File: src/cdd_pkg.sv
// package: constants and carriers for the code/data address decoder
package cdd_pkg;

  // ----------------------------------------------------------------
  // register layout and reset values
  // ----------------------------------------------------------------
  localparam logic [7:0] CDD_SIZE_SEL_ADDR     = 8'hc2;
  localparam logic [7:0] CDD_TA_ADDR           = 8'hc7;
  localparam int         CDD_LIMIT_LSB         = 0;
  localparam int         CDD_LIMIT_W           = 3;
  localparam int         CDD_SRAM_CODE_BIT     = 3;
  localparam logic [7:0] CDD_SIZE_SEL_RST_16K  = 8'hf5;
  localparam logic [7:0] CDD_SIZE_SEL_RST_64K  = 8'hf7;
  localparam logic [7:0] CDD_SIZE_SEL_UPPER    = 8'hf0;
  localparam logic [2:0] CDD_LIMIT_0K          = 3'h0;

  // ----------------------------------------------------------------
  // memory map
  // ----------------------------------------------------------------
  localparam logic [15:0] CDD_SRAM_CODE_LO     = 16'h0400;
  localparam logic [15:0] CDD_SRAM_CODE_HI     = 16'h07ff;
  localparam logic [15:0] CDD_SRAM_DATA_MAX    = 16'h03ff;
  localparam logic [15:0] CDD_VECTOR_MAX       = 16'h007f;
  localparam logic [7:0]  CDD_UPPER_RAM_LO     = 8'h80;
  localparam logic [7:0]  CDD_BIT_RAM_LO       = 8'h20;
  localparam logic [7:0]  CDD_BIT_RAM_HI       = 8'h2f;
  localparam logic [7:0]  CDD_TA_KEY1          = 8'haa;
  localparam logic [7:0]  CDD_TA_KEY2          = 8'h55;
  localparam logic [2:0]  CDD_TA_WINDOW        = 3'h3;

  // ----------------------------------------------------------------
  // external bus timing
  // ----------------------------------------------------------------
  localparam logic [1:0]  CDD_NONPAGE_STALLS   = 2'h3;

  typedef enum logic [1:0] {
    CDD_SRC_FLASH,
    CDD_SRC_SRAM,
    CDD_SRC_EXT
  } cdd_src_t;

  typedef struct packed {
    logic        valid;
    logic        write;
    logic        use_ptr;
    logic [2:0]  reg_sel;
  } cdd_xreq_t;

  typedef struct packed {
    logic [15:0] addr;
    cdd_src_t    src;
  } cdd_route_t;

endpackage

File: src/cdd_top.sv
// top: code/data address decode and external bus selection
`timescale 1ns/1ps
`default_nettype none
module cdd_top
  import cdd_pkg::*;
#(
  parameter bit LARGE_PART = 1'b0
)(
  input  wire logic             i_clock,
  input  wire logic             i_resetn,
  // special-function register port
  input  wire logic             i_sfr_wr,
  input  wire logic [7:0]       i_sfr_addr,
  input  wire logic [7:0]       i_sfr_wdata,
  output logic      [7:0]       o_size_sel_rdata,
  // external-access pin, low means all code external
  input  wire logic             i_external_access_n,
  // code fetch request
  input  wire logic             i_fetch_req,
  input  wire logic [15:0]      i_fetch_addr,
  output logic                  o_fetch_stall,
  output cdd_route_t            o_fetch_route,
  // external data move request
  input  wire cdd_xreq_t        i_xreq,
  input  wire logic [1:0]       i_bank_sel,
  input  wire logic [7:0]       i_working_reg_byte,
  input  wire logic [7:0]       i_port_two_latch,
  input  wire logic [15:0]      i_data_pointer0,
  input  wire logic [15:0]      i_data_pointer1,
  input  wire logic             i_pointer_sel,
  output logic      [4:0]       o_working_reg_addr,
  output cdd_route_t            o_data_route,
  // page mode control
  input  wire logic             i_page_mode1,
  input  wire logic             i_page_hit,
  // scratchpad access classification
  input  wire logic [7:0]       i_scratch_addr,
  input  wire logic             i_scratch_indirect,
  output logic                  o_scratch_is_sfr,
  output logic                  o_scratch_is_upper,
  output logic                  o_scratch_bit_ok,
  // external bus pins
  output logic                  o_code_fetch_strobe_n,
  output logic                  o_rd_n,
  output logic                  o_wr_n,
  output logic      [7:0]       o_port_zero_addr,
  output logic      [7:0]       o_port_two_addr,
  output logic                  o_bus_owns_ports
);

  // ----------------------------------------------------------------
  // shared decode helpers
  // ----------------------------------------------------------------
  // inclusive address window, used for the code window and the bit window
  function automatic logic in_window(input logic [15:0] a,
                                     input logic [15:0] lo,
                                     input logic [15:0] hi);
    return (a >= lo) && (a <= hi);
  endfunction

  // data moves past the on-chip sram leave the chip
  function automatic logic above_data_sram(input logic [15:0] a);
    return a > CDD_SRAM_DATA_MAX;
  endfunction

  // ----------------------------------------------------------------
  // size select register with timed access
  // ----------------------------------------------------------------
  // reset lands on the full flash size, so a fresh part runs all of its own code
  localparam logic [7:0] RST_VAL = LARGE_PART ? CDD_SIZE_SEL_RST_64K : CDD_SIZE_SEL_RST_16K;

  typedef enum logic [1:0] {
    TA_LOCKED,
    TA_KEY1_SEEN,
    TA_OPEN
  } cdd_ta_state_t;

  logic [7:0]    size_sel_q;
  logic [7:0]    size_sel_d;
  cdd_ta_state_t ta_state_q;
  cdd_ta_state_t ta_state_d;
  logic [2:0]    ta_cnt_q;
  logic [2:0]    ta_cnt_d;

  wire sel_hit     = i_sfr_wr && (i_sfr_addr == CDD_SIZE_SEL_ADDR);
  wire ta_hit      = i_sfr_wr && (i_sfr_addr == CDD_TA_ADDR);
  wire key1_hit    = ta_hit && (i_sfr_wdata == CDD_TA_KEY1);
  wire key2_hit    = ta_hit && (i_sfr_wdata == CDD_TA_KEY2);
  wire window_open = (ta_cnt_q != 3'h0);
  wire unlocked    = (ta_state_q == TA_OPEN) && window_open;
  wire size_take   = sel_hit && unlocked;

  // unlock opens only after both keys in order, and closes after a short window
  // a stray first key restarts the sequence, so a half-done unlock never lingers
  always_comb begin
    ta_state_d = ta_state_q;
    ta_cnt_d   = window_open ? ta_cnt_q - 3'h1 : 3'h0;
    if (key1_hit) begin
      ta_state_d = TA_KEY1_SEEN;
      ta_cnt_d   = CDD_TA_WINDOW;
    end else begin
      unique case (ta_state_q)
        TA_LOCKED: begin
          ta_state_d = TA_LOCKED;
        end
        TA_KEY1_SEEN: begin
          if (key2_hit && window_open) begin
            ta_state_d = TA_OPEN;
            ta_cnt_d   = CDD_TA_WINDOW;
          end else if (!window_open) begin
            ta_state_d = TA_LOCKED;
          end
        end
        TA_OPEN: begin
          if (size_take || !window_open) begin
            ta_state_d = TA_LOCKED;
          end
        end
        default: begin
          ta_state_d = TA_LOCKED;
        end
      endcase
    end
  end

  // the sram-as-code bit is open; only the limit bits are protected
  always_comb begin
    size_sel_d = size_sel_q;
    if (sel_hit) begin
      size_sel_d[CDD_SRAM_CODE_BIT] = i_sfr_wdata[CDD_SRAM_CODE_BIT];
    end
    if (size_take) begin
      size_sel_d[CDD_LIMIT_LSB +: CDD_LIMIT_W] = i_sfr_wdata[CDD_LIMIT_LSB +: CDD_LIMIT_W];
    end
    size_sel_d[7:4] = CDD_SIZE_SEL_UPPER[7:4];
  end

  always_ff @(posedge i_clock or negedge i_resetn) begin
    if (!i_resetn) begin
      size_sel_q <= RST_VAL;
    end else begin
      size_sel_q <= size_sel_d;
    end
  end

  always_ff @(posedge i_clock or negedge i_resetn) begin
    if (!i_resetn) begin
      ta_state_q <= TA_LOCKED;
    end else begin
      ta_state_q <= ta_state_d;
    end
  end

  always_ff @(posedge i_clock or negedge i_resetn) begin
    if (!i_resetn) begin
      ta_cnt_q <= 3'h0;
    end else begin
      ta_cnt_q <= ta_cnt_d;
    end
  end

  // ----------------------------------------------------------------
  // register readback
  // ----------------------------------------------------------------
  assign o_size_sel_rdata = size_sel_q;

  // ----------------------------------------------------------------
  // code fetch decode
  // ----------------------------------------------------------------
  logic [15:0] limit_max;
  logic        limit_none;

  // limit comes straight from the register, so a write steers the very next fetch
  cdd_limit_decode u_limit (
    .i_code     (size_sel_q[CDD_LIMIT_LSB +: CDD_LIMIT_W]),
    .o_max_addr (limit_max),
    .o_none     (limit_none)
  );

  wire sram_code_en = size_sel_q[CDD_SRAM_CODE_BIT];
  wire pin_ok       = i_external_access_n;
  // flash starts at zero and is contiguous to the limit; vectors live in its low bytes
  wire in_flash     = !limit_none && (i_fetch_addr <= limit_max);
  wire is_vector    = (i_fetch_addr <= CDD_VECTOR_MAX) && !limit_none;
  wire in_sram_code = sram_code_en && in_window(i_fetch_addr, CDD_SRAM_CODE_LO, CDD_SRAM_CODE_HI);
  wire fetch_int    = pin_ok && (in_flash || is_vector || in_sram_code);
  wire fetch_ext    = i_fetch_req && !fetch_int;

  // sram answers only where flash does not already cover the window
  wire      src_sram = in_sram_code && !in_flash;
  cdd_src_t fetch_src;
  assign fetch_src = !fetch_int ? CDD_SRC_EXT : (src_sram ? CDD_SRC_SRAM : CDD_SRC_FLASH);

  // ----------------------------------------------------------------
  // external data move decode
  // ----------------------------------------------------------------
  // working register address: bank from status register, register index low
  assign o_working_reg_addr = {i_bank_sel, i_xreq.reg_sel};

  wire [15:0] ptr_sel   = i_pointer_sel ? i_data_pointer1 : i_data_pointer0;
  wire [15:0] ri_addr   = {i_port_two_latch, i_working_reg_byte};
  wire [15:0] xaddr     = i_xreq.use_ptr ? ptr_sel : ri_addr;
  wire        xdata_ext = i_xreq.valid && above_data_sram(xaddr);

  // ----------------------------------------------------------------
  // external bus sequencing
  // ----------------------------------------------------------------
  // non-page cycle is four clocks; page mode 1 hits run without a stall
  logic [1:0] bus_cnt_q;
  logic [1:0] bus_cnt_d;
  logic       bus_code_q;
  logic       bus_code_d;
  logic       bus_wr_q;
  logic       bus_wr_d;
  logic [15:0] bus_addr_q;
  logic [15:0] bus_addr_d;
  logic       bus_act_q;
  logic       bus_act_d;

  wire bus_busy   = (bus_cnt_q != 2'h0);
  wire need_stall = !(i_page_mode1 && i_page_hit);
  wire start_code = fetch_ext && !bus_busy;
  // a tie goes to the fetch, since the core is already waiting on it
  wire start_data = xdata_ext && !bus_busy && !fetch_ext;
  wire bus_start  = start_code || start_data;

  always_comb begin
    bus_cnt_d  = bus_busy ? bus_cnt_q - 2'h1 : 2'h0;
    bus_code_d = bus_code_q;
    bus_wr_d   = bus_wr_q;
    bus_addr_d = bus_addr_q;
    // the strobe covers the last counted clock too, so a cycle spans four clocks
    bus_act_d  = bus_busy;
    if (bus_start) begin
      bus_cnt_d  = need_stall ? CDD_NONPAGE_STALLS : 2'h0;
      bus_code_d = start_code;
      bus_wr_d   = start_data && i_xreq.write;
      bus_addr_d = start_code ? i_fetch_addr : xaddr;
      bus_act_d  = 1'b1;
    end
  end

  always_ff @(posedge i_clock or negedge i_resetn) begin
    if (!i_resetn) begin
      bus_cnt_q <= 2'h0;
    end else begin
      bus_cnt_q <= bus_cnt_d;
    end
  end

  always_ff @(posedge i_clock or negedge i_resetn) begin
    if (!i_resetn) begin
      bus_code_q <= 1'b0;
    end else begin
      bus_code_q <= bus_code_d;
    end
  end

  always_ff @(posedge i_clock or negedge i_resetn) begin
    if (!i_resetn) begin
      bus_wr_q <= 1'b0;
    end else begin
      bus_wr_q <= bus_wr_d;
    end
  end

  always_ff @(posedge i_clock or negedge i_resetn) begin
    if (!i_resetn) begin
      bus_addr_q <= 16'h0000;
    end else begin
      bus_addr_q <= bus_addr_d;
    end
  end

  always_ff @(posedge i_clock or negedge i_resetn) begin
    if (!i_resetn) begin
      bus_act_q <= 1'b0;
    end else begin
      bus_act_q <= bus_act_d;
    end
  end

  // ----------------------------------------------------------------
  // core stall
  // ----------------------------------------------------------------
  // core waits from the start of a non-page cycle until its count reaches zero, a clock before the strobe ends
  assign o_fetch_stall = bus_busy || (bus_start && need_stall);

  // ----------------------------------------------------------------
  // pin drive
  // ----------------------------------------------------------------
  // strobes come from the registered cycle state, never from the live decode
  wire cyc_code  = bus_act_q && bus_code_q;
  wire cyc_read  = bus_act_q && !bus_code_q && !bus_wr_q;
  wire cyc_write = bus_act_q && !bus_code_q && bus_wr_q;

  assign o_code_fetch_strobe_n = !cyc_code;
  assign o_rd_n                = !cyc_read;
  assign o_wr_n                = !cyc_write;
  assign o_port_zero_addr      = bus_addr_q[7:0];
  assign o_port_two_addr       = bus_addr_q[15:8];
  assign o_bus_owns_ports      = bus_act_q;

  // ----------------------------------------------------------------
  // route outputs
  // ----------------------------------------------------------------
  assign o_fetch_route = '{addr: i_fetch_addr, src: fetch_src};
  assign o_data_route  = '{addr: xaddr,
                           src:  above_data_sram(xaddr) ? CDD_SRC_EXT : CDD_SRC_SRAM};

  // ----------------------------------------------------------------
  // scratchpad classification
  // ----------------------------------------------------------------
  wire scratch_high = (i_scratch_addr >= CDD_UPPER_RAM_LO);
  assign o_scratch_is_sfr   = scratch_high && !i_scratch_indirect;
  assign o_scratch_is_upper = scratch_high && i_scratch_indirect;
  // bit-addressable bytes only in the low window; sfr bit access is elsewhere
  assign o_scratch_bit_ok   = in_window({8'h00, i_scratch_addr},
                                        {8'h00, CDD_BIT_RAM_LO}, {8'h00, CDD_BIT_RAM_HI});

endmodule
`default_nettype wire

File: src/cdd_limit_decode.sv
// leaf: combinational decode of the code limit field
`timescale 1ns/1ps
`default_nettype none
module cdd_limit_decode
  import cdd_pkg::*;
(
  input  wire logic [2:0]  i_code,
  output logic      [15:0] o_max_addr,
  output logic             o_none
);

  // ----------------------------------------------------------------
  // size code to highest on-chip address
  // ----------------------------------------------------------------
  // code n>0 gives 2^(n-1) kB, except 111 which is 64 kB
  assign o_none     = (i_code == CDD_LIMIT_0K);
  assign o_max_addr = (i_code == 3'h7) ? 16'hffff :
                      (i_code == 3'h0) ? 16'h0000 :
                      16'((17'h00400 << (i_code - 3'h1)) - 17'h00001);

endmodule
`default_nettype wire

File: config.mk
export PLATFORM = sky130hd
export DESIGN_NAME = cdd_top
export DESIGN_NICKNAME = d
export VERILOG_FILES = /design/src/cdd_pkg.sv /design/src/cdd_top.sv /design/src/cdd_limit_decode.sv
export SDC_FILE = /design/constraint.sdc
export NUM_CORES = 1
export LEC_CHECK = 0
export BUFFER_PORTS_ARGS = -buffer_cell sky130_fd_sc_hd__buf_2
export CORE_UTILIZATION = 46
export CTS_CLUSTER_SIZE = 24
export DETAILED_ROUTE_END_ITERATION = 16
export PLACE_DENSITY_LB_ADDON = 0.15
export SLEW_MARGIN = 10
export SYNTH_ARGS = -nofsm -noshare
export SYNTH_HDL_FRONTEND = slang
export SYNTH_SLANG_ARGS = --single-unit
File: constraint.sdc
create_clock -name i_clock -period 7.4 [get_ports i_clock]
set_clock_uncertainty 0.2 [all_clocks]
set_input_delay 1.11 -clock i_clock [delete_from_list [all_inputs] [get_ports i_clock]]
set_output_delay 1.11 -clock i_clock [all_outputs]
set_load 0.01 [all_outputs]
==> metrics.yaml <==
synthesis:
  synth-seq-cells: 30
  synthFlopType: "dfrtp_1"
  synth_edf_count: 0
  ys_types: 51
  synthMuxAreaShare_pct: 9.40
  avgSynthCellArea_um2: 8.19
  ys_warn_count: 0
  synthAdderAreaFrac_pct: 9.40
  synthSimpleGateAreaFrac_pct: 23.1
  syn_area_um2: 2660
  synth_area_leaders: "dfrtp_1, ha_1, buf_4"
  syn_inst: 325
  synth-compound-area-share_pct: 15.6
  async_flop_share_pct: 100
  yosys.area.top_type_share_pct: 26.3
  yosys.area.top_type: "dfrtp_1"
  ys_seq_area_share_pct: 28.3
  synth_top_family_by_area: "simple AND/OR/NAND/NOR gates"
  synthXorXnorAreaFrac_pct: 0.658
floorplanning:
  num_rows: 27
  die_y_um: 78.1
  die_x_um: 78.1
  design.core.area_um2: 5540
  initial_core_util_pct: 48.1
  die_area_um2: 6100
  ioPinCount: 178
route:
  routed_via_density: 5.19
  drt_iter0_drc: 150
  drc: 0
  vias: 2751
  final_antenna_net_count: 0
  finalWirelength_um: 7190
  wl_per_cell_um: 13.6
  drtPass1Iterations: 4
pwr:
  swShare_pct: 38.9
  net-switching-power_mw: 0.277
  power_frac_seq_pct: 35.1
  vdd.ir_drop.worst_v: 0.000101
  power_frac_clock_pct: 19.8
  p_per_area_nw_per_um2: 209
  power_frac_comb_pct: 45.1
  intPower_mw: 0.436
  power.leakage_nw: 1.86
setup_path:
  critPathArrivalTime_ns: 4.34
  critPathMaxStageDelay_ns: 0.70
  crit_chain: "inv_1 > ha_1 > nor2b_1 > a21oi_1 > o21ai_0 > ha_1 > nand4_1 > nor4_1 > nand4_1 > and3_1 > a22o_4 > a21oi_1 > o21ai_0 > buf_2"
  critPathMaxFanout: 36
  cpMaxStageDelayCell: "a21oi_1"
  cp-start-kind: "flop"
  r2r_start: "o_size_sel_rdata[2]"
  criticalPathCategory: "flop to output port"
  timing.rr.end: "bus_cnt_q[1]"
  end_kind: "output port"
  reg2reg_slack_ns: 3.16
  rr_worst_depth: 13
  critical_path_required_ns: 6.09
layout:
  layout_commonest_cell: "buf_2"
  nNetsFinal: 582
  design_area_um2: 3400
  final_cell_mix: "buf_2, nand2_1, dfrtp_1, nor2_1, inv_1"
  fillers: 529
  layout-drive-gt1-share_pct: 40.0
  areaGrowthSynthToFinish_pct: 27.8
  antenna_cells: 0
clock_tree:
  cts_buffers: 5
  ctsHoldBuffers: 0
  htreeDepth: 2
  cts_tree: "yes"
  cts_sinks: 30
  cts_buffer_depth: 2
  cts.clk_slew.worst_paths_ns: 0.07
  post_cts_buffers: 0
  cts-root-buf: "clkbuf_8"
  clock_latency_ns: 0.29
  cts_resized: 0
worst_hold_path:
  hp-class: "flop to flop"
  holdPathStages: 1
  holdCritStartpoint: "bus_addr_q[15]"
  whs_endpoint: "bus_addr_q[15]"
job:
  cap_violations: 0
sta:
  tightest_slew_ns: 0.842
  drv_slew: 0
  post-route-min-period_ns: 5.65
  finalHoldViolCount: 0
  tns_ns: 0
  timing.fmax_mhz: 177
  maxSlewHeadroom_pct: 43.7
  rsz0062_at_grt: "false"
  setup_viol: 0
  post-route-period-util_pct: 76.3
placement:
  dpl.hpwl_um: 5770
  postPlaceCellArea_um2: 3310
  port_buffers: 159
  gp_routability_congestion: 0.834
global_route:
  antenna_found_initial: 0
  grt_first_pass_wirelength_um: 11500
  grtUsageTotal_pct: 23.5
  grt_pass1_vias: 2481
  grt_max_degree: 37
  overflow: 0
outcome:
  status: "finished clean"
[per-stage QoR]
step,instances,worst slack [ns],util (%),power [mW],hold slack (ns)
3_3_place_gp,522,2.14,59.7,0.568,0.273
3_5_place_dp,522,2.06,59.7,0.577,0.277
5_1_grt,530,1.41,61.4,0.766,0.322
2_1_floorplan,328,2.98,-,0.461,0.256
6_report,530,1.75,61.4,0.713,0.291
4_1_cts,530,1.73,61.4,0.718,0.293
[sequential cells by signal, summed over array words and instances, names as in the netlist]
signal	cells
bus_code_q	1
ta_cnt_q	3
ta_state_q	2
bus_addr_q	16
bus_cnt_q	2
o_size_sel_rdata	4
o_bus_owns_ports	1
bus_wr_q	1
[cell type report]
cell class | count | area, µm² | share of cell area (%)
repair buffers | 160 | 803 | 23.6
inverters | 26 | 97.6 | 2.87
multi-input cells | 234 | 1560 | 46.0
well taps | 72 | 90.1 | 2.65
clock buffers | 6 | 82.6 | 2.43
flip-flops and latches | 30 | 753 | 22.1
clock inverters | 2 | 12.5 | 0.368
[worst max-delay path by stage]
stage                                    from            end  slack, ns
final                     o_size_sel_rdata[2]  o_fetch_stall       1.75
after global routing      o_size_sel_rdata[1]  o_fetch_stall       1.41
after CTS                 o_size_sel_rdata[2]  o_fetch_stall       1.73
after detailed placement  o_size_sel_rdata[2]  o_fetch_stall       2.06
after global placement    o_size_sel_rdata[2]  o_fetch_stall       2.14
after floorplan           o_size_sel_rdata[2]  o_fetch_stall       2.98
[cell families (layout without fill, tap and decap cells)]
family | count (synthesis) | count (layout)
AND/OR/NAND/NOR | 122 | 122
adder cells (fa/ha/maj) | 20 | 20
XOR/XNOR | 2 | 2
buffers and inverters | 64 | 194
other | 1 | 4
flip-flops | 30 | 30
multiplexers | 24 | 24
AO/OA/AOI/OAI | 62 | 62
[routing by layer]
layer  vias to the layer above  track usage (%)  share of wire, %
li1                       1378                -                 -
met1                      1259             28.7                42
met2                       105             42.1                50
met3                         9             4.88               6.7
met4                         0             5.74               1.3
met5                         -                0                 0
[synthesized netlist by cell type (2+ instances only)]
library cell,number
nor4_1,3
buf_6,2
a21oi_1,23
mux2_2,8
ha_1,20
mux2i_1,16
and3_1,6
buf_4,26
o221ai_1,9
clkbuf_1,6
nor2_1,26
dfrtp_1,28
nand4_1,4
nand2_1,36
nand3_1,14
nor3_1,11
o21ai_0,12
nor4bb_1,2
buf_2,3
inv_1,26
nand3b_1,2
dfstp_2,2
nand2b_1,3
nor2b_1,4
and2_1,2
a211o_1,6
[power groups by stage]
stage	clock network, mW	logic [mW]	registers (mW)
after floorplan	0	0.192	0.270
after global placement	0	0.318	0.250
after detailed placement	0	0.324	0.253
after CTS	0.144	0.324	0.250
after global routing	0.152	0.357	0.256
final	0.141	0.322	0.250
[worst max-delay path: cells and delay by family (launching register included)]
| kind | cells | cell delay (ns) |
|---|---|---|
| AOI/OAI and AO/OA | 5 | 1.44 |
| and+or+nand+nor | 5 | 1.07 |
| adders and majority gates | 2 | 0.62 |
| DFF | 1 | 0.60 |
| buffers and inverters | 2 | 0.31 |
Note: power is estimated with default switching activity, not from simulation.
